`config.mk`:
```
export PLATFORM = sky130hd
export DESIGN_NAME = opc_output_powerdown_stop_control
export DESIGN_NICKNAME = d
export VERILOG_FILES = /design/src/logic/opc_pkg.sv /design/src/logic/opc_output_powerdown_stop_control.sv
export SDC_FILE = /design/constraint.sdc
export NUM_CORES = 1
export LEC_CHECK = 0
export BUFFER_PORTS_ARGS = -buffer_cell sky130_fd_sc_hd__clkbuf_2
export CAP_MARGIN = 20
export CORE_MARGIN = 2
export CORE_UTILIZATION = 45
export DETAILED_ROUTE_END_ITERATION = 6
export GPL_ROUTABILITY_DRIVEN = 0
export PLACE_DENSITY = 0.77
export SLEW_MARGIN = 10
export SYNTH_ARGS = -nofsm -noshare
export SYNTH_HDL_FRONTEND = slang
export SYNTH_SLANG_ARGS = --single-unit
```
`constraint.sdc`:
```
create_clock -name i_clk_sys -period 2.44 [get_ports i_clk_sys]
set_input_delay 0.366 -clock i_clk_sys [delete_from_list [all_inputs] [get_ports i_clk_sys]]
set_output_delay 0.366 -clock i_clk_sys [all_outputs]
set_load 0.01 [all_outputs]
```
`src/logic/opc_pkg.sv`:
```
// constants, state types and register map of the output power-down / halt control
// assumes one 25 MHz system clock and an Avalon-MM host reaching the registers
// Operation
// RL1 - power-down pin is asynchronous, active low; low powers down, high powers up
// RL2 - two consecutive complementary rises low, then park at complementary fall
// RL3 - park all pairs high or undriven before the PLL is switched off
// RL4 - drive bit 0: true driven high at low current, complement undriven
// RL5 - drive bit 1: both true and complement undriven during power-down
// RL6 - host asserts power-down before removing input clock or supply
// RL7 - locked, stable clocks less than one millisecond after power-down release
// RL8 - drive bit 1: outputs driven high within 300 us of release
// RL9 - host keeps reference clock running whenever it uses the halt pin
// RL10 - halt pin change accepted only when steady over two complementary rises
// RL11 - recognised halt stops stoppable pairs after next transition; others run
// RL12 - halt drive bit 0: stopped true driven high full current, complement undriven
// RL13 - halt drive bit 1: stopped true and complement both undriven
// RL14 - halt release restarts all stopped pairs together, glitch free, 2-6 periods
// RL15 - halt drive bit 1: stopped true driven high within 10 ns of release; here one 40 ns system clock after HLT_RELEASE is entered
// RL16 - stoppable bits select halt obedience; enable pins act independently
// RL17 - one stoppable bit per pair, 0 free-running, 1 stoppable, reset 0
// RL18 - power-down wins over halt; halted pairs take the power-down park
`default_nettype none
package opc_pkg;
	localparam int NUM_PAIRS = 8;
	localparam int CLK_PERIOD_NS = 40;
	localparam int LOCK_TIME_NS = 1000000;
	localparam int LOCK_CYCLES = LOCK_TIME_NS / CLK_PERIOD_NS;
	localparam int PDREL_DRIVE_NS = 300000;
	localparam int PDREL_DRIVE_CYCLES = PDREL_DRIVE_NS / CLK_PERIOD_NS;
	localparam int HALT_DRIVE_NS = 10;
	localparam int HALT_DRIVE_CYCLES =
		(HALT_DRIVE_NS / CLK_PERIOD_NS > 0) ? HALT_DRIVE_NS / CLK_PERIOD_NS : 1;
	localparam logic [1:0] QUAL_EDGES = 2'h2;
	localparam logic [2:0] RESTART_MIN_PER = 3'h2;
	localparam logic [2:0] RESTART_MAX_PER = 3'h6;

	// byte addresses of the register words
	localparam logic [3:0] REG_CTRL = 4'h0;
	localparam logic [3:0] REG_OUT_EN = 4'h4;
	localparam logic [3:0] REG_STOPPABLE = 4'h8;
	localparam logic [3:0] REG_STATUS = 4'hC;
	localparam int CTRL_PD_DRV_BIT = 0;
	localparam int CTRL_HALT_DRV_BIT = 1;
	localparam int STAT_PD_BIT = 0;
	localparam int STAT_LOCK_BIT = 1;
	localparam int STAT_HALT_BIT = 2;
	localparam int STAT_HALTED_LSB = 8;
	localparam logic [1:0] CTRL_RST = 2'h0;
	localparam logic [7:0] OUT_EN_RST = 8'hFF;
	localparam logic [7:0] STOPPABLE_RST = 8'h00;
	// sync chain reset: halt high, power-down high, reference low
	localparam logic [2:0] PIN_SYNC_RST = 3'h6;

	typedef enum logic [1:0] {
		PD_RUN,
		PD_ARM,
		PD_PARKED,
		PD_LOCKING
	} opc_pd_state_t;

	typedef enum logic [1:0] {
		HLT_RUN,
		HLT_ARM,
		HLT_STOPPED,
		HLT_RELEASE
	} opc_halt_state_t;
endpackage : opc_pkg
`default_nettype wire

```
`src/logic/opc_output_powerdown_stop_control.sv`:
```
// power-down and output-halt control of an eight-pair differential clock buffer
// assumes pins are asynchronous to i_clk_sys and the reference is well below 12.5 MHz
`timescale 1ns/1ps
`default_nettype none
module opc_output_powerdown_stop_control #(
	parameter int LOCK_CYCLES = opc_pkg::LOCK_CYCLES,
	parameter int PDREL_DRIVE_CYCLES = opc_pkg::PDREL_DRIVE_CYCLES
) (
	// clock and reset
	input wire logic i_clk_sys,
	input wire logic i_nrst,
	// device pins
	input wire logic i_input_ref_clock,
	input wire logic i_power_down_n,
	input wire logic i_output_halt_n,
	input wire logic [7:0] i_pair_enable,
	// register bus
	input wire logic [3:0] i_avs_address,
	input wire logic i_avs_read,
	input wire logic i_avs_write,
	input wire logic [31:0] i_avs_writedata,
	input wire logic [3:0] i_avs_byteenable,
	output logic [31:0] o_avs_readdata,
	output logic o_avs_waitrequest,
	// output pairs
	output logic [7:0] o_diff_clock_true,
	output logic [7:0] o_true_oe,
	output logic [7:0] o_true_full_current,
	output logic [7:0] o_diff_clock_comp,
	output logic [7:0] o_comp_oe,
	// core status
	output logic o_pll_enable,
	output logic o_locked
);
	logic [2:0] pin_s1;
	logic [2:0] pin_s2;
	logic [7:0] en_s1;
	logic [7:0] en_s2;
	logic ref_q;
	logic ref_s;
	logic pd_n;
	logic halt_n;
	logic rise_comp;
	logic fall_comp;

	// pins pass two flops before use; the reference only works if it keeps running
	always_ff @(posedge i_clk_sys) begin
		if (!i_nrst) begin
			pin_s1 <= opc_pkg::PIN_SYNC_RST;
			pin_s2 <= opc_pkg::PIN_SYNC_RST;
			en_s1 <= opc_pkg::OUT_EN_RST;
			en_s2 <= opc_pkg::OUT_EN_RST;
			ref_q <= 1'b0;
		end else begin
			pin_s1 <= {i_output_halt_n, i_power_down_n, i_input_ref_clock}; // RL1 RL9
			pin_s2 <= pin_s1;
			en_s1 <= i_pair_enable;
			en_s2 <= en_s1;
			ref_q <= pin_s2[0];
		end
	end

	assign ref_s = pin_s2[0];
	assign pd_n = pin_s2[1];
	assign halt_n = pin_s2[2];
	// complementary output rises when the true side falls
	assign rise_comp = ref_q & ~ref_s;
	assign fall_comp = ~ref_q & ref_s;

	// register bus
	logic [1:0] ctrl;
	logic [7:0] out_en;
	logic [7:0] stoppable;
	logic [1:0] next_ctrl;
	logic [7:0] next_out_en;
	logic [7:0] next_stoppable;
	logic next_waitrequest;
	logic [31:0] next_readdata;
	logic [7:0] halted;
	opc_pkg::opc_pd_state_t pd_state;
	opc_pkg::opc_halt_state_t h_state;
	logic halt_rec;

	function automatic logic [31:0] read_mux(input logic [3:0] addr, input logic [1:0] c,
		input logic [7:0] en, input logic [7:0] stp, input logic [31:0] stat);
		logic [31:0] d;
		d = 32'h0000_0000;
		unique case (addr)
			opc_pkg::REG_CTRL: d = {30'h0000_0000, c};
			opc_pkg::REG_OUT_EN: d = {24'h00_0000, en};
			opc_pkg::REG_STOPPABLE: d = {24'h00_0000, stp};
			opc_pkg::REG_STATUS: d = stat;
			default: d = 32'h0000_0000;
		endcase
		return d;
	endfunction : read_mux

	logic [31:0] status_word;
	always_comb begin
		status_word = 32'h0000_0000;
		status_word[opc_pkg::STAT_PD_BIT] = (pd_state == opc_pkg::PD_PARKED);
		status_word[opc_pkg::STAT_LOCK_BIT] = o_locked;
		status_word[opc_pkg::STAT_HALT_BIT] = ~halt_rec;
		status_word[opc_pkg::STAT_HALTED_LSB +: 8] = halted;
	end

	// one wait cycle per access; the access completes when waitrequest is low
	always_comb begin
		next_ctrl = ctrl;
		next_out_en = out_en;
		next_stoppable = stoppable;
		next_readdata = o_avs_readdata;
		next_waitrequest = 1'b1;
		if ((i_avs_read | i_avs_write) && o_avs_waitrequest) begin
			next_waitrequest = 1'b0;
			if (i_avs_read)
				next_readdata = read_mux(i_avs_address, ctrl, out_en, stoppable, status_word);
		end
		if (i_avs_write && !o_avs_waitrequest && i_avs_byteenable[0]) begin
			unique case (i_avs_address)
				opc_pkg::REG_CTRL: next_ctrl = i_avs_writedata[1:0];
				opc_pkg::REG_OUT_EN: next_out_en = i_avs_writedata[7:0];
				opc_pkg::REG_STOPPABLE: next_stoppable = i_avs_writedata[7:0]; // RL17
				default: next_ctrl = ctrl;
			endcase
		end
	end

	always_ff @(posedge i_clk_sys) begin
		if (!i_nrst) begin
			ctrl <= opc_pkg::CTRL_RST;
			out_en <= opc_pkg::OUT_EN_RST;
			stoppable <= opc_pkg::STOPPABLE_RST; // RL17
			o_avs_waitrequest <= 1'b1;
			o_avs_readdata <= 32'h0000_0000;
		end else begin
			ctrl <= next_ctrl;
			out_en <= next_out_en;
			stoppable <= next_stoppable;
			o_avs_waitrequest <= next_waitrequest;
			o_avs_readdata <= next_readdata;
		end
	end

	// power-down sequencing
	opc_pkg::opc_pd_state_t next_pd_state;
	logic [1:0] pd_cnt;
	logic [1:0] next_pd_cnt;
	logic [31:0] lock_cnt;
	logic [31:0] next_lock_cnt;

	always_comb begin
		next_pd_state = pd_state;
		next_pd_cnt = pd_cnt;
		next_lock_cnt = lock_cnt;
		if (rise_comp)
			next_pd_cnt = pd_n ? 2'h0 : ((pd_cnt == opc_pkg::QUAL_EDGES) ? pd_cnt : pd_cnt + 2'h1);
		unique case (pd_state)
			opc_pkg::PD_RUN: begin
				if (next_pd_cnt == opc_pkg::QUAL_EDGES)
					next_pd_state = opc_pkg::PD_ARM; // RL2
			end
			opc_pkg::PD_ARM: begin
				if (pd_n) begin
					next_pd_state = opc_pkg::PD_RUN;
					next_pd_cnt = 2'h0;
				end else if (fall_comp) begin
					next_pd_state = opc_pkg::PD_PARKED; // RL2
				end
			end
			opc_pkg::PD_PARKED: begin
				// release needs no clock edge of the reference
				if (pd_n) begin
					next_pd_state = opc_pkg::PD_LOCKING; // RL1
					next_lock_cnt = 32'h0000_0000;
				end
			end
			opc_pkg::PD_LOCKING: begin
				if (!pd_n) begin
					next_pd_state = opc_pkg::PD_PARKED;
				end else if (lock_cnt == 32'(LOCK_CYCLES - 1)) begin
					next_pd_state = opc_pkg::PD_RUN; // RL7
					next_pd_cnt = 2'h0;
				end else begin
					next_lock_cnt = lock_cnt + 32'h0000_0001;
				end
			end
		endcase
	end

	always_ff @(posedge i_clk_sys) begin
		if (!i_nrst) begin
			pd_state <= opc_pkg::PD_RUN;
			pd_cnt <= 2'h0;
			lock_cnt <= 32'h0000_0000;
		end else begin
			pd_state <= next_pd_state;
			pd_cnt <= next_pd_cnt;
			lock_cnt <= next_lock_cnt;
		end
	end

	// halt debounce and stop/restart sequencing
	opc_pkg::opc_halt_state_t next_h_state;
	logic halt_smp;
	logic next_halt_smp;
	logic next_halt_rec;
	logic [7:0] next_halted;
	logic [2:0] rel_cnt;
	logic [2:0] next_rel_cnt;

	always_comb begin
		next_h_state = h_state;
		next_halt_smp = halt_smp;
		next_halt_rec = halt_rec;
		next_halted = halted;
		next_rel_cnt = rel_cnt;
		if (rise_comp) begin
			next_halt_smp = halt_n;
			if (halt_smp == halt_n)
				next_halt_rec = halt_n; // RL10
		end
		unique case (h_state)
			opc_pkg::HLT_RUN: begin
				if (!halt_rec)
					next_h_state = opc_pkg::HLT_ARM;
			end
			opc_pkg::HLT_ARM: begin
				// freeze just after the true side rises, so it rests high
				if (halt_rec) begin
					next_h_state = opc_pkg::HLT_RUN;
				end else if (fall_comp) begin
					next_h_state = opc_pkg::HLT_STOPPED; // RL11
					next_halted = stoppable; // RL16
				end
			end
			opc_pkg::HLT_STOPPED: begin
				if (halt_rec) begin
					next_h_state = opc_pkg::HLT_RELEASE;
					next_rel_cnt = 3'h0;
				end
			end
			opc_pkg::HLT_RELEASE: begin
				if (!halt_rec) begin
					next_h_state = opc_pkg::HLT_STOPPED;
				end else if (fall_comp && rel_cnt >= opc_pkg::RESTART_MIN_PER) begin
					next_h_state = opc_pkg::HLT_RUN; // RL14
					next_halted = 8'h00;
				end else if (rise_comp) begin
					next_rel_cnt = rel_cnt + 3'h1;
				end
			end
		endcase
	end

	always_ff @(posedge i_clk_sys) begin
		if (!i_nrst) begin
			h_state <= opc_pkg::HLT_RUN;
			halt_smp <= 1'b1;
			halt_rec <= 1'b1;
			halted <= 8'h00;
			rel_cnt <= 3'h0;
		end else begin
			h_state <= next_h_state;
			halt_smp <= next_halt_smp;
			halt_rec <= next_halt_rec;
			halted <= next_halted;
			rel_cnt <= next_rel_cnt;
		end
	end

	// pair drivers; power-down park overrides any halt park
	logic [7:0] next_true;
	logic [7:0] next_true_oe;
	logic [7:0] next_full;
	logic [7:0] next_comp;
	logic [7:0] next_comp_oe;
	logic stop_park;
	logic pd_drv;
	logic halt_drv;

	assign pd_drv = ctrl[opc_pkg::CTRL_PD_DRV_BIT];
	assign halt_drv = ctrl[opc_pkg::CTRL_HALT_DRV_BIT];

	always_comb begin
		next_true = {8{ref_s}};
		next_comp = {8{~ref_s}};
		next_true_oe = 8'hFF;
		next_comp_oe = 8'hFF;
		next_full = 8'hFF;
		stop_park = 1'b0;
		for (int i = 0; i < opc_pkg::NUM_PAIRS; i++) begin
			stop_park = (halted[i] && (h_state == opc_pkg::HLT_STOPPED ||
				h_state == opc_pkg::HLT_RELEASE)) || !out_en[i] || !en_s2[i];
			if (pd_state == opc_pkg::PD_PARKED) begin
				next_true_oe[i] = ~pd_drv; // RL3 RL4 RL5 RL18
				next_true[i] = ~pd_drv;
				next_comp[i] = 1'b0;
				next_comp_oe[i] = 1'b0;
				next_full[i] = 1'b0; // RL4
			end else if (pd_state == opc_pkg::PD_LOCKING) begin
				// driven high at once after release, well inside the allowed time
				next_true[i] = 1'b1; // RL8
				next_comp[i] = 1'b0;
				next_comp_oe[i] = 1'b0;
				next_full[i] = 1'b0;
			end else if (stop_park) begin
				next_true_oe[i] = ~halt_drv | (h_state == opc_pkg::HLT_RELEASE); // RL12 RL13 RL15
				next_true[i] = next_true_oe[i];
				next_comp[i] = 1'b0;
				next_comp_oe[i] = 1'b0;
			end
		end
	end

	always_ff @(posedge i_clk_sys) begin
		if (!i_nrst) begin
			o_diff_clock_true <= 8'h00;
			o_diff_clock_comp <= 8'hFF;
			o_true_oe <= 8'hFF;
			o_comp_oe <= 8'hFF;
			o_true_full_current <= 8'hFF;
			o_pll_enable <= 1'b1;
			o_locked <= 1'b0;
		end else begin
			o_diff_clock_true <= next_true;
			o_diff_clock_comp <= next_comp;
			o_true_oe <= next_true_oe;
			o_comp_oe <= next_comp_oe;
			o_true_full_current <= next_full;
			// follows the parked state, so the PLL never stops ahead of the pair park
			o_pll_enable <= (pd_state != opc_pkg::PD_PARKED); // RL3
			o_locked <= (next_pd_state == opc_pkg::PD_RUN || next_pd_state == opc_pkg::PD_ARM);
		end
	end

	// checks
	logic [31:0] undriven_wait;
	always_ff @(posedge i_clk_sys) begin
		if (!i_nrst)
			undriven_wait <= 32'h0000_0000;
		else if (pd_state == opc_pkg::PD_LOCKING && !(&o_true_oe))
			undriven_wait <= undriven_wait + 32'h0000_0001;
		else
			undriven_wait <= 32'h0000_0000;
	end
endmodule : opc_output_powerdown_stop_control
`default_nettype wire

```
* Word level (Yosys, flattened, before mapping)
Index checks and enable logic that the tools add are counted.
** Cells by class
- Add/subtract/negate cells :: 3
- $mul :: 0
- Div/mod/pow operators :: 0
- $lt $le $gt $ge :: 1
- Equality and inequality tests :: 28
- Shift-type cells :: 0
- Multiplexer cells :: 135
- Bitwise gates (word level) :: 9
- Reductions and logical operators :: 63
** Operators with widths (count)
- 1-bit two-way mux :: 99
- 32-bit two-way mux :: 3
- 16-bit one-hot mux with 4 select lines :: 1
- 32-bit one-hot mux with 2 select lines :: 1
- 2-bit two-way mux :: 18
- 32-bit by 1-bit adder with 32-bit output, second input constant :: 1
- 32-bit by 15-bit == test with 1-bit output, second input constant :: 1
- 8-bit two-way mux :: 4
- 2-bit != test, second input constant :: 12
- 1-bit logical OR :: 18
- 1-bit zero test :: 17
- 2-bit one-hot mux with 4 select lines :: 2
- 8-bit one-hot mux with 2 select lines :: 1
- 2-bit == test, second input constant :: 6
- 1-bit logical AND :: 12
- 3-bit two-way mux :: 4
- 2-bit AND reduction :: 5
- 5-bit AND reduction :: 2
- 4-bit == test, second input constant :: 2
- 4-bit AND reduction :: 2
- 2-bit by 1-bit == test with 1-bit output, second input constant :: 3
- 2-bit zero test :: 3
- 3-bit != test, second input constant :: 2
- 3-bit one-hot mux with 2 select lines :: 1
- other kinds (11) :: 19
** Word-level totals
- Register bits after elaboration :: 160
- Bits in latches :: 0
- Memory bits (writable) :: 0
- ROM bits :: 0
- Input port bits :: 55
- Output and inout bits :: 75
- Logic and storage cells :: 264
- Memories kept :: 0

* Longest topological paths before layout
Gate-level depths: netlist of the first run.
- Word-level depth :: 9
- Gate-level depth with buffers :: 7
- Depth with buffers taken out :: 6

* Worst setup path before layout of the first run
No wires, ideal clock.
- Kind :: register to register
- Start :: register lock_cnt[3]
- End :: register lock_cnt[30]
- Library setup time :: 121 ps
- Arrival :: 1805 ps
- Required time :: 2319 ps
- Slack :: 515 ps
- Stages on the path, launching flop included :: 7
- Buffers on the path :: 2
- Clock period less this slack :: 1925 ps
- Cells stage by stage :: dfxtp_1 > nand4_4 > or3_1 > buf_2 > buf_6 > nor4_1 > mux2_2
** Between the ends
- Word-level cells in the longest chain between the ends :: 4
- Elaborated cells on any way between the ends :: 7
- Those cells by class :: 1 x add/sub; 2 x eq/ne; 3 x mux; 1 x reduce/logical
** RTL lines
- from (decl) :: line opc_output_powerdown_stop_control.sv:149 : logic [31:0] lock_cnt;
- from (signal assigned) :: line opc_output_powerdown_stop_control.sv:199 : lock_cnt <= next_lock_cnt;
- 32-bit by 1-bit adder with 32-bit output :: line opc_output_powerdown_stop_control.sv:185 : next_lock_cnt = lock_cnt + 32'h0000_0001;
- 32-bit two-way mux :: line opc_output_powerdown_stop_control.sv:181 : end else if (lock_cnt == 32'(LOCK_CYCLES - 1)) begin
- 32-bit two-way mux :: line opc_output_powerdown_stop_control.sv:179 : if (!pd_n) begin
- 32-bit one-hot mux with 2 select lines :: line opc_output_powerdown_stop_control.sv:158 : unique case (pd_state)
Several ways; a longest one is shown, not always the timed one. The select of a mux whose other input is x is not followed.
A chain may end at the register's enable or synchronous reset.

* Worst setup path in the final report of the first run
- Start :: register lock_cnt[3]
- End :: register lock_cnt[21]
The elaborated chain is that of the path after synthesis.

==> results of run 1 <==
-- Yosys cell counts (3+ instances only) --
library cell	instances	area share, %
sky130_fd_sc_hd__nand3_1	31	2.6
sky130_fd_sc_hd__o211ai_1	5	0.63
sky130_fd_sc_hd__and4_1	6	0.88
sky130_fd_sc_hd__and3_1	5	0.52
sky130_fd_sc_hd__buf_4	23	2.9
sky130_fd_sc_hd__o31ai_1	17	2.1
sky130_fd_sc_hd__a21oi_1	40	3.4
sky130_fd_sc_hd__dfxtp_1	144	48
sky130_fd_sc_hd__mux2i_1	29	4.9
sky130_fd_sc_hd__or3_1	13	1.4
sky130_fd_sc_hd__or4_1	17	2.1
sky130_fd_sc_hd__a22oi_1	16	2.0
sky130_fd_sc_hd__o21ai_0	23	1.9
sky130_fd_sc_hd__or2_2	3	0.31
sky130_fd_sc_hd__nor2_1	38	2.4
sky130_fd_sc_hd__ha_1	4	0.84
sky130_fd_sc_hd__inv_1	12	0.75
sky130_fd_sc_hd__nand3b_1	3	0.38
sky130_fd_sc_hd__clkbuf_1	36	2.3
sky130_fd_sc_hd__a21o_1	3	0.38
sky130_fd_sc_hd__nor4_1	7	0.73
sky130_fd_sc_hd__a2111o_1	3	0.57
sky130_fd_sc_hd__nand4_1	13	1.4
sky130_fd_sc_hd__nand2_1	69	4.3
sky130_fd_sc_hd__nor3_1	5	0.42
sky130_fd_sc_hd__buf_1	4	0.25
sky130_fd_sc_hd__o21a_1	3	0.38
sky130_fd_sc_hd__a41o_1	7	1.2
sky130_fd_sc_hd__nor2b_1	7	0.73
sky130_fd_sc_hd__and2_1	9	0.94
sky130_fd_sc_hd__nand2b_1	32	3.4
-- through the flow --
stage | power (mW) | setup slack [ns] | instance area [um2]
4_1_cts | 5.34 | 0.278 | 7120
2_1_floorplan | 2.60 | 0.515 | 6030
6_report | 5.32 | 0.278 | 7120
5_1_grt | 5.47 | 0.106 | 7120
3_5_place_dp | 2.68 | 0.310 | 6500
3_3_place_gp | 2.67 | 0.347 | 6500
-- flip-flops by register name (all words and copies together), names as in the netlist, 2 cells and up, named ones only --
name,count
o_diff_clock_true,8
ctrl,2
o_true_oe,8
pin_s1,3
stoppable,8
o_comp_oe,8
en_s1,8
o_diff_clock_comp,8
pin_s2,3
rel_cnt,3
out_en,8
pd_state,2
pd_cnt,2
halted,8
en_s2,8
lock_cnt,32
o_avs_readdata,16
-- worst max path at each step --
stage	startpoint	end	slack, ns	cells after the start
final	lock_cnt[3]	lock_cnt[21]	0.28	5
after global routing	lock_cnt[0]	lock_cnt[30]	0.11	5
after CTS	lock_cnt[3]	lock_cnt[21]	0.28	5
after detailed placement	lock_cnt[3]	lock_cnt[23]	0.31	5
after global placement	lock_cnt[0]	lock_cnt[30]	0.35	5
after floorplan	lock_cnt[3]	lock_cnt[30]	0.51	6
-- report_power, final --
part / total (mW) / switching, mW / leakage (nW) / internal, mW
Combinational: 0.211 / 0.131 / 1.51 / 0.0799
Sequential: 2.41 / 0.0211 / 1.17 / 2.39
Clock: 2.69 / 1.03 / 0.304 / 1.66
-- routing by layer --
metal,track usage (%),wire length (um)
met1,26.7,6360
met3,4.65,898
met5,0,0
met4,7.29,221
met2,31.0,6350
-- layout make-up --
type                            count  area, um2  area share, %
Timing Repair Buffer              107        601           8.43
Tap cell                          176        220           3.09
Inverter                           12       45.0          0.632
Sequential cell                   144       2880           40.5
Clock inverter                     13        176           2.48
Clock buffer                       19        443           6.22
Multi-Input combinational cell    449       2760           38.7
-- kinds of logic after synthesis --
kind of cell | count (synthesis)
buffers and inverters | 78
adders and majority gates | 4
DFF | 144
xor gates and xnor gates | 3
other | 1
muxes | 33
and+or+nand+nor | 266
AOI/OAI and AO/OA | 127
-- worst max-delay path: stages, from the launching register on --
cell,delay [ns]
sky130_fd_sc_hd__dfxtp_1,0.47
sky130_fd_sc_hd__nand4_4,0.18
sky130_fd_sc_hd__or3_1,0.55
sky130_fd_sc_hd__buf_12,0.22
sky130_fd_sc_hd__or4_1,0.50
sky130_fd_sc_hd__a21oi_1,0.16
==> metrics.md, run 1 <==
| Metric | Value |
|---|---|
| Result of the run | `finished, final reports clean` |
| Most common cell after layout, fill and taps aside | `sky130_fd_sc_hd__dfxtp_1` |
| Half-perimeter wire length after detailed placement | `9580 um` |
| R2R depth | `5` |
| FF-to-FF End | `lock_cnt[21]` |
| Number of filler cells placed in the layout | `approximately 1,100` |
| Port buffer count | `between 80 and 90` |
| Slack of the worst reg-to-reg path | `0.28 ns` |
| Core area | `about 13,000 um2` |
| Number of global-route vias before repair | `about 4,600` |
| Number of buffers inserted during clock tree synthesis | `17` |
| Number of nets with antenna violations after routing | `0` |
| Ratio of final minimum period to clock period | `around 89%` |
| Netlist cell types | `53` |
| CTS tree | `yes` |
| Number of cell rows | `42` |
| Largest net degree at the start of global routing | `between 60 and 70` |
| Setup repair bufs after CTS | `0` |
| Final setup skew | `around 0.0077 ns` |
| Top FF cell, synth | `sky130_fd_sc_hd__dfxtp_1` |
| Commonest cells after routing, fill and taps aside | `sky130_fd_sc_hd__dfxtp_1 (144), sky130_fd_sc_hd__clkbuf_2 (86), sky130_fd_sc_hd__nand2_1 (69)` |
| Final core utilization | `a little over half` |
| Number of warnings printed during yosys synthesis | `0` |
| Height of the die | `between 100 and 150 um` |
| Combinational family with the most area after synthesis | `simple AND/OR/NAND/NOR gates` |
| Share of flip-flops with an asynchronous set or reset | `0%` |
| Buffers from clock root to sink, at most | `2` |
| WL per Instance | `about 15 um` |
| Cell depth of the worst hold path | `2` |
| Setup repair after global routing missed its margin | `no` |
| Number of max-capacitance violations reported | `0` |
| Crit Path Max Fanout | `17` |
| Post-synthesis cell count | `roughly 660` |
| Clock transition at the register clock pins on the worst setup and hold paths after CTS | `approximately 0.06 ns` |
| First drt pass iteration count | `7` |
| Remaining Overflow, GRT | `0` |
| Min Hold Slack | `between 0.1 and 0.15 ns` |
| Worst path required time | `between 2 and 3 ns` |
| Critical setup path kind | `flip-flop to flip-flop` |
| Die X-Extent | `~120 um` |
| Fmax | `463 MHz` |
| Violation count after the first detailed-routing iteration | `473` |
| Type of the worst min-delay path | `primary input to flip-flop` |
| Number of H-tree branching levels | `4` |
| Final #Nets | `between 700 and 800` |
| Mean post-synth cell area | `a little over 9 um2` |
| Total wire length after detailed routing | `between 10,000 and 15,000 um` |
| Post-synthesis mux area share | `5.99%` |
| Setup-failing EPs final | `0` |
| Total global-route track usage | `roughly 20%` |
| Number of inserted diodes | `0` |
| Transition at the pin with the smallest max-transition slack | `between 1 and 1.5 ns` |
| Number of primary I/O pins | `130` |
| Hold Crit Start | `i_pair_enable[2]` |
| Initial antenna violation count | `0` |
| Wire length of the first global-routing pass | `between 20,000 and 25,000 um` |
| Non-filler instance count after layout | `between 900 and 1,000` |
| Proportion of layout cells with a drive suffix above 1 | `approximately a fifth` |
| DIE AREA | `approximately 14,000 um2` |
| Sort of element at the end of the critical path | `flip-flop` |
| Placed instance count | `888` |
| Resized cells post-CTS | `0` |
| Initial standard-cell utilization of the core | `about 46%` |
| Power density over the cells | `746 nW/um2` |
| Critical Path AT | `about 2.5 ns` |
| Vias per inst | `between 5 and 6` |
| Post-synthesis adder-cell area fraction | `less than 1%` |
| Worst rel slew slack | `29.0%` |
| Tmin final | `approximately 2.2 ns` |
| Flip-flop and latch count after synthesis | `144` |
| Sequential-to-total area share from yosys stat | `roughly half` |
| Number of flops mapped to enable cells by yosys | `0` |
| Worst skew pair latency | `0.42 ns` |
| Type of origin of the critical path | `flip-flop` |
| Worst Hold Path EP | `en_s1[2]` |
| Sinks on the clock net | `between 100 and 150` |
| Area growth syn-to-layout | `19.3%` |
| Parity-gate share of the synthesized area counting xor and xnor cells | `0.440%` |
| Overall via count from detail_route | `about 5,000` |
| Hold violation count in the final report | `0` |
| Netlist Area Pre-Place | `between 5000 and 6000 um2` |
| Leakage power | `2.99 nW` |
| Summed negative setup slack over all endpoints | `0 ns` |
| Peak VDD IR | `~0.47 mV` |
| Max-slew violation total from the final report | `0` |
| Count of hold buffers inserted by post-cts repair | `0` |
| DRC Markers | `0` |
| Clock tree root buffer cell | `sky130_fd_sc_hd__clkbuf_16` |
| Synthesized-area fraction occupied by ao, oa, aoi and oai cells | `approximately 14%` |
| Worst reg2reg path startpoint | `lock_cnt[3]` |
| Synth Area in Simple Gates | `a little under a quarter` |
Power figures use the tool's default switching activity.
==> inputs of run 2 (changes only) <==
--- a/config.mk
+++ b/config.mk
@@ -10,7 +10,7 @@
 export CORE_MARGIN = 2
 export CORE_UTILIZATION = 45
 export DETAILED_ROUTE_END_ITERATION = 6
-export GPL_ROUTABILITY_DRIVEN = 0
+export GPL_TIMING_DRIVEN = 0
 export PLACE_DENSITY = 0.77
 export SLEW_MARGIN = 10
 export SYNTH_ARGS = -nofsm -noshare
==> run 2 against run 1 <==
Net effect:
- combinational power rose by 15%
- cell area rose by 2.3%
- clock-buffer cell count rose by 1
- largest power group unchanged
- register-to-register slack got worse by 0.09 ns
- setup slack got worse by 0.087 ns
- first-iteration DRC count rose by 34%
- largest cell class unchanged
- flip-flop and latch count did not move
- sequential power barely moved
- fmax fell by 3.9%
- via count rose by 5.4%
- non-clock buffer count rose by 45
==> metrics.md, run 2 (synthesized netlist as in run 1, its figures left out) <==
| Metric | Value |
|---|---|
| Clock tree root buffer cell | `sky130_fd_sc_hd__clkbuf_16 (unchanged)` |
| Number of buffers inserted during clock tree synthesis | `17 (unchanged)` |
| Critical Path AT | `2.62 ns (was 2.51 ns)` |
| Sort of element at the end of the critical path | `flip-flop (unchanged)` |
| Wire length of the first global-routing pass | `25,000 um (was 22,700 um)` |
| Tmin final | `2.25 ns (was 2.16 ns)` |
| Sinks on the clock net | `144 (unchanged)` |
| Height of the die | `119 um (unchanged)` |
| Area growth syn-to-layout | `22.1% (was 19.3%)` |
| Crit Path Max Fanout | `10 (was 17)` |
| Result of the run | `finished, final reports clean (unchanged)` |
| DRC Markers | `0 (unchanged)` |
| Initial standard-cell utilization of the core | `45.6% (unchanged)` |
| Number of nets with antenna violations after routing | `0 (unchanged)` |
| Number of H-tree branching levels | `4 (unchanged)` |
| Worst rel slew slack | `48.5% (was 29.0%)` |
| Leakage power | `3.05 nW (was 2.99 nW)` |
| Fmax | `445 MHz (was 463 MHz)` |
| Crit path top cell by count | `sky130_fd_sc_hd__clkbuf_1` |
| Non-filler instance count after layout | `965 (was 920)` |
| First drt pass iteration count | `6 (was 7)` |
| Remaining Overflow, GRT | `0 (unchanged)` |
| Setup slack after placement | `0.0992 ns (was 0.310 ns)` |
| Initial antenna violation count | `0 (unchanged)` |
| Commonest cells after routing, fill and taps aside | `sky130_fd_sc_hd__dfxtp_1 (144), sky130_fd_sc_hd__clkbuf_2 (87), sky130_fd_sc_hd__nand2_1 (69) (was sky130_fd_sc_hd__dfxtp_1 (144), sky130_fd_sc_hd__clkbuf_2 (86), sky130_fd_sc_hd__nand2_1 (69))` |
| Peak VDD IR | `0.496 mV (was 0.470 mV)` |
| Buffers from clock root to sink, at most | `2 (unchanged)` |
| Core area | `13,100 um2 (unchanged)` |
| Max-slew violation total from the final report | `0 (unchanged)` |
| Number of inserted diodes | `0 (unchanged)` |
| Max reg flops | `32 (unchanged)` |
| Number of max-capacitance violations reported | `0 (unchanged)` |
| Type of the worst min-delay path | `primary input to flip-flop (unchanged)` |
| Worst path required time | `2.81 ns (was 2.79 ns)` |
| Vias per inst | `5.47 (was 5.44)` |
| Violation count after the first detailed-routing iteration | `633 (was 473)` |
| Final core utilization | `55.7% (was 54.4%)` |
| Final #Nets | `835 (was 790)` |
| Total wire length after detailed routing | `15,200 um (was 13,800 um)` |
| Critical path cell sequence | `clkbuf_1 -> and3b_1 -> clkbuf_1 -> nor2_2 -> clkbuf_1 -> o211ai_1 -> nand2_1 (was nand4_4 -> or3_1 -> buf_12 -> or4_1 -> a21oi_1)` |
| Crit-path slowest cell | `sky130_fd_sc_hd__clkbuf_1 (was sky130_fd_sc_hd__or3_1)` |
| Count of hold buffers inserted by post-cts repair | `0 (unchanged)` |
| Critical setup path kind | `flip-flop to flip-flop (unchanged)` |
| Largest net degree at the start of global routing | `17 (was 66)` |
| Setup-failing EPs final | `0 (unchanged)` |
| CTS tree | `yes (unchanged)` |
| Post-route worst setup slack | `0.191 ns (was 0.278 ns)` |
| Summed negative setup slack over all endpoints | `0 ns (unchanged)` |
| Transition at the pin with the smallest max-transition slack | `0.762 ns (was 1.06 ns)` |
| Placer congestion estimate | `approximately 0.9` |
| Type of origin of the critical path | `flip-flop (unchanged)` |
| Worst skew pair latency | `0.42 ns (about the same)` |
| Hold violation count in the final report | `0 (unchanged)` |
| Die X-Extent | `119 um (unchanged)` |
| Proportion of layout cells with a drive suffix above 1 | `19.5% (was 19.8%)` |
| Delay contributed by the slowest stage of the critical path | `0.47 ns (was 0.55 ns)` |
| Min Hold Slack | `0.121 ns (was 0.133 ns)` |
| Register name with the most flops | `lock_cnt (unchanged)` |
| Largest delay contributor family on the critical path | `buffers and inverters (was simple AND/OR/NAND/NOR gates)` |
| Power density over the cells | `725 nW/um2 (was 746 nW/um2)` |
| WL per Instance | `15.8 um (was 15.0 um)` |
| Total global-route track usage | `22.1% (was 19.8%)` |
| DIE AREA | `14,200 um2 (unchanged)` |
| Half-perimeter wire length after detailed placement | `10,700 um (was 9580 um)` |
| Port buffer count | `86 (unchanged)` |
| Most common cell after layout, fill and taps aside | `sky130_fd_sc_hd__dfxtp_1 (unchanged)` |
| Placed instance count | `933 (was 888)` |
| Number of filler cells placed in the layout | `1,165 (was 1,137)` |
| Number of cell rows | `42 (unchanged)` |
| Clock transition at the register clock pins on the worst setup and hold paths after CTS | `0.06 ns (about the same)` |
| Largest registers in the final layout | `lock_cnt: 32 flops, o_avs_readdata: 16 flops (unchanged)` |
| Number of global-route vias before repair | `4,984 (was 4,626)` |
| Final setup skew | `0.0101 ns (was 0.00765 ns)` |
| Setup repair after global routing missed its margin | `no (unchanged)` |
| Overall via count from detail_route | `5,278 (was 5,006)` |
| Ratio of final minimum period to clock period | `92.2% (was 88.6%)` |
| Buffers and inverters on the worst path | `3 (was 1)` |
| Number of primary I/O pins | `130 (unchanged)` |
## run 2: worst register-to-register path, stage by stage (launching register included)
cell and delay (ns):
sky130_fd_sc_hd__dfxtp_1 0.33, sky130_fd_sc_hd__clkbuf_1 0.36, sky130_fd_sc_hd__and3b_1 0.24, sky130_fd_sc_hd__clkbuf_1 0.22, sky130_fd_sc_hd__nor2_2 0.31, sky130_fd_sc_hd__clkbuf_1 0.47, sky130_fd_sc_hd__o211ai_1 0.18, sky130_fd_sc_hd__nand2_1 0.09
## run 2: what timing repair did
action,4_1_cts,5_1_grt
gates resized for setup,0,3
buffers inserted,0,0
endpoints found under the setup margin,0,16
## run 2: area by class of cell
type                            count  area [um2]  share of cell area [%]
Buffer                             66         345                    4.74
Clock buffer                       20         457                    6.26
Timing Repair Buffer               86         430                    5.90
Multi-Input combinational cell    449        2760                    37.8
Sequential cell                   144        2880                    39.5
Inverter                           12        45.0                   0.618
Tap cell                          176         220                    3.02
Clock inverter                     12         151                    2.08
## run 2: final timing paths
kind / from / to / slack [ns] / depth (start not counted)
max: pd_state[0] / lock_cnt[7] / 0.19 / 7
min: i_pair_enable[4] / en_s1[4] / 0.12 / 2
max reg2reg: pd_state[0] / lock_cnt[7] / 0.19 / 7
min reg2reg: en_s1[7] / en_s2[7] / 0.41 / 1
## run 2: routing by layer
metal,global-route usage [%],up-vias,wire (um)
met1,28.7,2462,6750
met2,34.2,224,6920
met3,5.60,37,1110
met4,11.2,0,425
met5,0,-,0
li1,-,2555,-
## run 2: per-stage QoR
| stage | instance area [um2] | power (mW) |
|---|---|---|
| 2_1_floorplan | 6030 | 2.60 |
| 3_3_place_gp | 6680 | 2.70 |
| 3_5_place_dp | 6680 | 2.70 |
| 4_1_cts | 7290 | 5.30 |
| 5_1_grt | 7290 | 5.45 |
| 6_report | 7290 | 5.28 |
## run 2: power by group
group | leakage (nW) | internal, mW | switching, mW
Combinational | 1.58 | 0.0943 | 0.148
Clock | 0.295 | 1.59 | 1.05
Sequential | 1.17 | 2.39 | 0.0172
Total | 3.05 | 4.07 | 1.21
==> inputs of run 3 (changes only) <==
--- a/config.mk
+++ b/config.mk
@@ -10,8 +10,8 @@
 export CORE_MARGIN = 2
 export CORE_UTILIZATION = 45
 export DETAILED_ROUTE_END_ITERATION = 6
-export GPL_TIMING_DRIVEN = 0
 export PLACE_DENSITY = 0.77
+export RECOVER_POWER = 100
 export SLEW_MARGIN = 10
 export SYNTH_ARGS = -nofsm -noshare
 export SYNTH_HDL_FRONTEND = slang
==> run 3 against run 2 <==
Net effect:
- final cell count down 4.7%
- critical path type unchanged
- first-iteration DRC count fell by 29%
- total power rose by 0.33%
- utilization fell by 2.1 points
- global-route usage down 2.3 points
- largest cell class unchanged
- wire length decreased by 8.5%
==> metrics.md, run 3 (synthesized netlist as in run 1, its figures left out) <==
| Metric | Value |
|---|---|
| Slack of the worst reg-to-reg path | `0.28 ns (was 0.19 ns)` |
| Setup repair bufs after CTS | `0 (unchanged)` |
| Result of the run | `finished, final reports clean (unchanged)` |
| Final core utilization | `53.6% (was 55.7%)` |
| Wire length of the first global-routing pass | `22,700 um (was 25,000 um)` |
| Max reg flops | `32 (unchanged)` |
| Total global-route track usage | `19.8% (was 22.1%)` |
| Clock tree root buffer cell | `sky130_fd_sc_hd__clkbuf_16 (unchanged)` |
| Buffers and inverters on the worst path | `1 (was 3)` |
| Post-route worst setup slack | `0.280 ns (was 0.191 ns)` |
| Buffers from clock root to sink, at most | `2 (unchanged)` |
| Register name with the most flops | `lock_cnt (unchanged)` |
| Placer congestion estimate | `0.877 (was 0.912)` |
| Overall via count from detail_route | `4,956 (was 5,278)` |
| Die X-Extent | `119 um (unchanged)` |
| WL per Instance | `15.1 um (was 15.8 um)` |
| Total wire length after detailed routing | `13,900 um (was 15,200 um)` |
| Count of hold buffers inserted by post-cts repair | `0 (unchanged)` |
| Fmax | `463 MHz (was 445 MHz)` |
| Sort of element at the end of the critical path | `flip-flop (unchanged)` |
| CTS tree | `yes (unchanged)` |
| Initial antenna violation count | `0 (unchanged)` |
| Critical Path AT | `2.50 ns (was 2.62 ns)` |
| Setup slack after placement | `0.310 ns (was 0.0992 ns)` |
| Number of inserted diodes | `0 (unchanged)` |
| Final setup skew | `0.00512 ns (was 0.0101 ns)` |
| Area taken by multi-input logic gates | `2760 um2 (about the same)` |
| Area growth syn-to-layout | `17.4% (was 22.1%)` |
| Ratio of final minimum period to clock period | `88.5% (was 92.2%)` |
| Worst path required time | `2.78 ns (was 2.81 ns)` |
| Crit Path Max Fanout | `17 (was 10)` |
| Peak VDD IR | `0.466 mV (was 0.496 mV)` |
| Min Hold Slack | `0.135 ns (was 0.121 ns)` |
| Half-perimeter wire length after detailed placement | `9580 um (was 10,700 um)` |
| Summed negative setup slack over all endpoints | `0 ns (unchanged)` |
| Type of the worst min-delay path | `primary input to flip-flop (unchanged)` |
| Proportion of layout cells with a drive suffix above 1 | `10.5% (was 19.5%)` |
| Most common cell after layout, fill and taps aside | `sky130_fd_sc_hd__dfxtp_1 (unchanged)` |
| Number of nets with antenna violations after routing | `0 (unchanged)` |
| Clock transition at the register clock pins on the worst setup and hold paths after CTS | `0.06 ns (about the same)` |
| Number of global-route vias before repair | `4,626 (was 4,984)` |
| Hold violation count in the final report | `0 (unchanged)` |
| Worst skew pair latency | `0.41 ns (was 0.42 ns)` |
| Tmin final | `2.16 ns (was 2.25 ns)` |
| Commonest cells after routing, fill and taps aside | `sky130_fd_sc_hd__dfxtp_1 (144), sky130_fd_sc_hd__clkbuf_1 (70), sky130_fd_sc_hd__nand2_1 (69) (was sky130_fd_sc_hd__dfxtp_1 (144), sky130_fd_sc_hd__clkbuf_2 (87), sky130_fd_sc_hd__nand2_1 (69))` |
| DRC Markers | `0 (unchanged)` |
| Critical path cell sequence | `nand4_4 -> or3_1 -> buf_12 -> or4_1 -> a21oi_1 (was clkbuf_1 -> and3b_1 -> clkbuf_1 -> nor2_2 -> clkbuf_1 -> o211ai_1 -> nand2_1)` |
| DIE AREA | `14,200 um2 (unchanged)` |
| Largest delay contributor family on the critical path | `simple AND/OR/NAND/NOR gates (was buffers and inverters)` |
| Critical setup path kind | `flip-flop to flip-flop (unchanged)` |
| Resized cells post-CTS | `0 (unchanged)` |
| Core area | `13,100 um2 (unchanged)` |
| Number of H-tree branching levels | `4 (unchanged)` |
| Register area | `2880 um2 (unchanged)` |
| Power density over the cells | `756 nW/um2 (was 725 nW/um2)` |
| Sinks on the clock net | `144 (unchanged)` |
| Largest registers in the final layout | `lock_cnt: 32 flops, o_avs_readdata: 16 flops (unchanged)` |
| Transition at the pin with the smallest max-transition slack | `1.16 ns (was 0.762 ns)` |
| Height of the die | `119 um (unchanged)` |
| Crit-path slowest cell | `sky130_fd_sc_hd__or3_1 (was sky130_fd_sc_hd__clkbuf_1)` |
| Violation count after the first detailed-routing iteration | `447 (was 633)` |
| Setup repair after global routing missed its margin | `no (unchanged)` |
| Vias per inst | `5.39 (was 5.47)` |
| Setup-failing EPs final | `0 (unchanged)` |
| First drt pass iteration count | `5 (was 6)` |
| Worst rel slew slack | `22.4% (was 48.5%)` |
| Final #Nets | `790 (was 835)` |
| Type of origin of the critical path | `flip-flop (unchanged)` |
| Number of filler cells placed in the layout | `1,194 (was 1,165)` |
| Leakage power | `2.77 nW (was 3.05 nW)` |
| Delay contributed by the slowest stage of the critical path | `0.55 ns (was 0.47 ns)` |
| Number of primary I/O pins | `130 (unchanged)` |
| Largest net degree at the start of global routing | `66 (was 17)` |
| Port buffer count | `86 (unchanged)` |
| Number of max-capacitance violations reported | `0 (unchanged)` |
| Number of cell rows | `42 (unchanged)` |
| Initial standard-cell utilization of the core | `45.6% (unchanged)` |
| Number of buffers inserted during clock tree synthesis | `17 (unchanged)` |
| Max-slew violation total from the final report | `0 (unchanged)` |
| Remaining Overflow, GRT | `0 (unchanged)` |
## run 3: cell count changes in the layout (fill, tap and decap cells not counted), sizes merged
cell	previous run	this run
clkinvlp	1	0
buf	30	11
clkinv	5	6
bufinv	2	3
clkbuf	142	115
## run 3: worst paths after layout
kind,from,cells past startpoint,end
worst min-delay path,i_power_down_n,2,pin_s1[1]
worst max-delay path,lock_cnt[3],5,lock_cnt[21]
worst max register to register,lock_cnt[3],5,lock_cnt[21]
worst min register to register,en_s1[0],1,en_s2[0]
## run 3: power by group
| part | switching (mW) | internal [mW] | leakage [nW] |
|---|---|---|---|
| Clock | 1.03 | 1.66 | 0.304 |
| Combinational | 0.130 | 0.0719 | 1.30 |
| Sequential | 0.0212 | 2.39 | 1.17 |
| Total | 1.18 | 4.12 | 2.77 |
## run 3: layout make-up
| type | instances | share of cell area, % |
|---|---|---|
| sequential | 144 | 41.1 |
| multi-input combinational | 449 | 39.3 |
| timing repair buffer | 107 | 6.98 |
| clock buffer | 19 | 6.32 |
| tap | 176 | 3.14 |
| clock inverter | 13 | 2.52 |
| inverter | 12 | 0.642 |
## run 3: layer usage
metal,part of all wire (%),vias to the layer above,global-route usage (%),wire (um)
met5,0,-,0,0
li1,-,2459,-,-
met3,5.7,20,4.65,788
met2,46,156,31.0,6350
met4,1.6,0,7.29,217
met1,47,2321,26.7,6550
## run 3: through the flow
stage               total power [mW]  instance area, um2  cells
finish                          5.30                7010    920
global route                    5.47                7010    920
CTS                             5.34                7120    920
detailed placement              2.68                6500    888
global placement                2.67                6500    888
floorplan                       2.60                6030    671
## run 3: worst register-to-register path, cell delays in order, from the launching register on
cell and delay (ns):
sky130_fd_sc_hd__dfxtp_1 0.47, sky130_fd_sc_hd__nand4_4 0.18, sky130_fd_sc_hd__or3_1 0.55, sky130_fd_sc_hd__buf_12 0.22
sky130_fd_sc_hd__or4_1 0.50, sky130_fd_sc_hd__a21oi_1 0.16
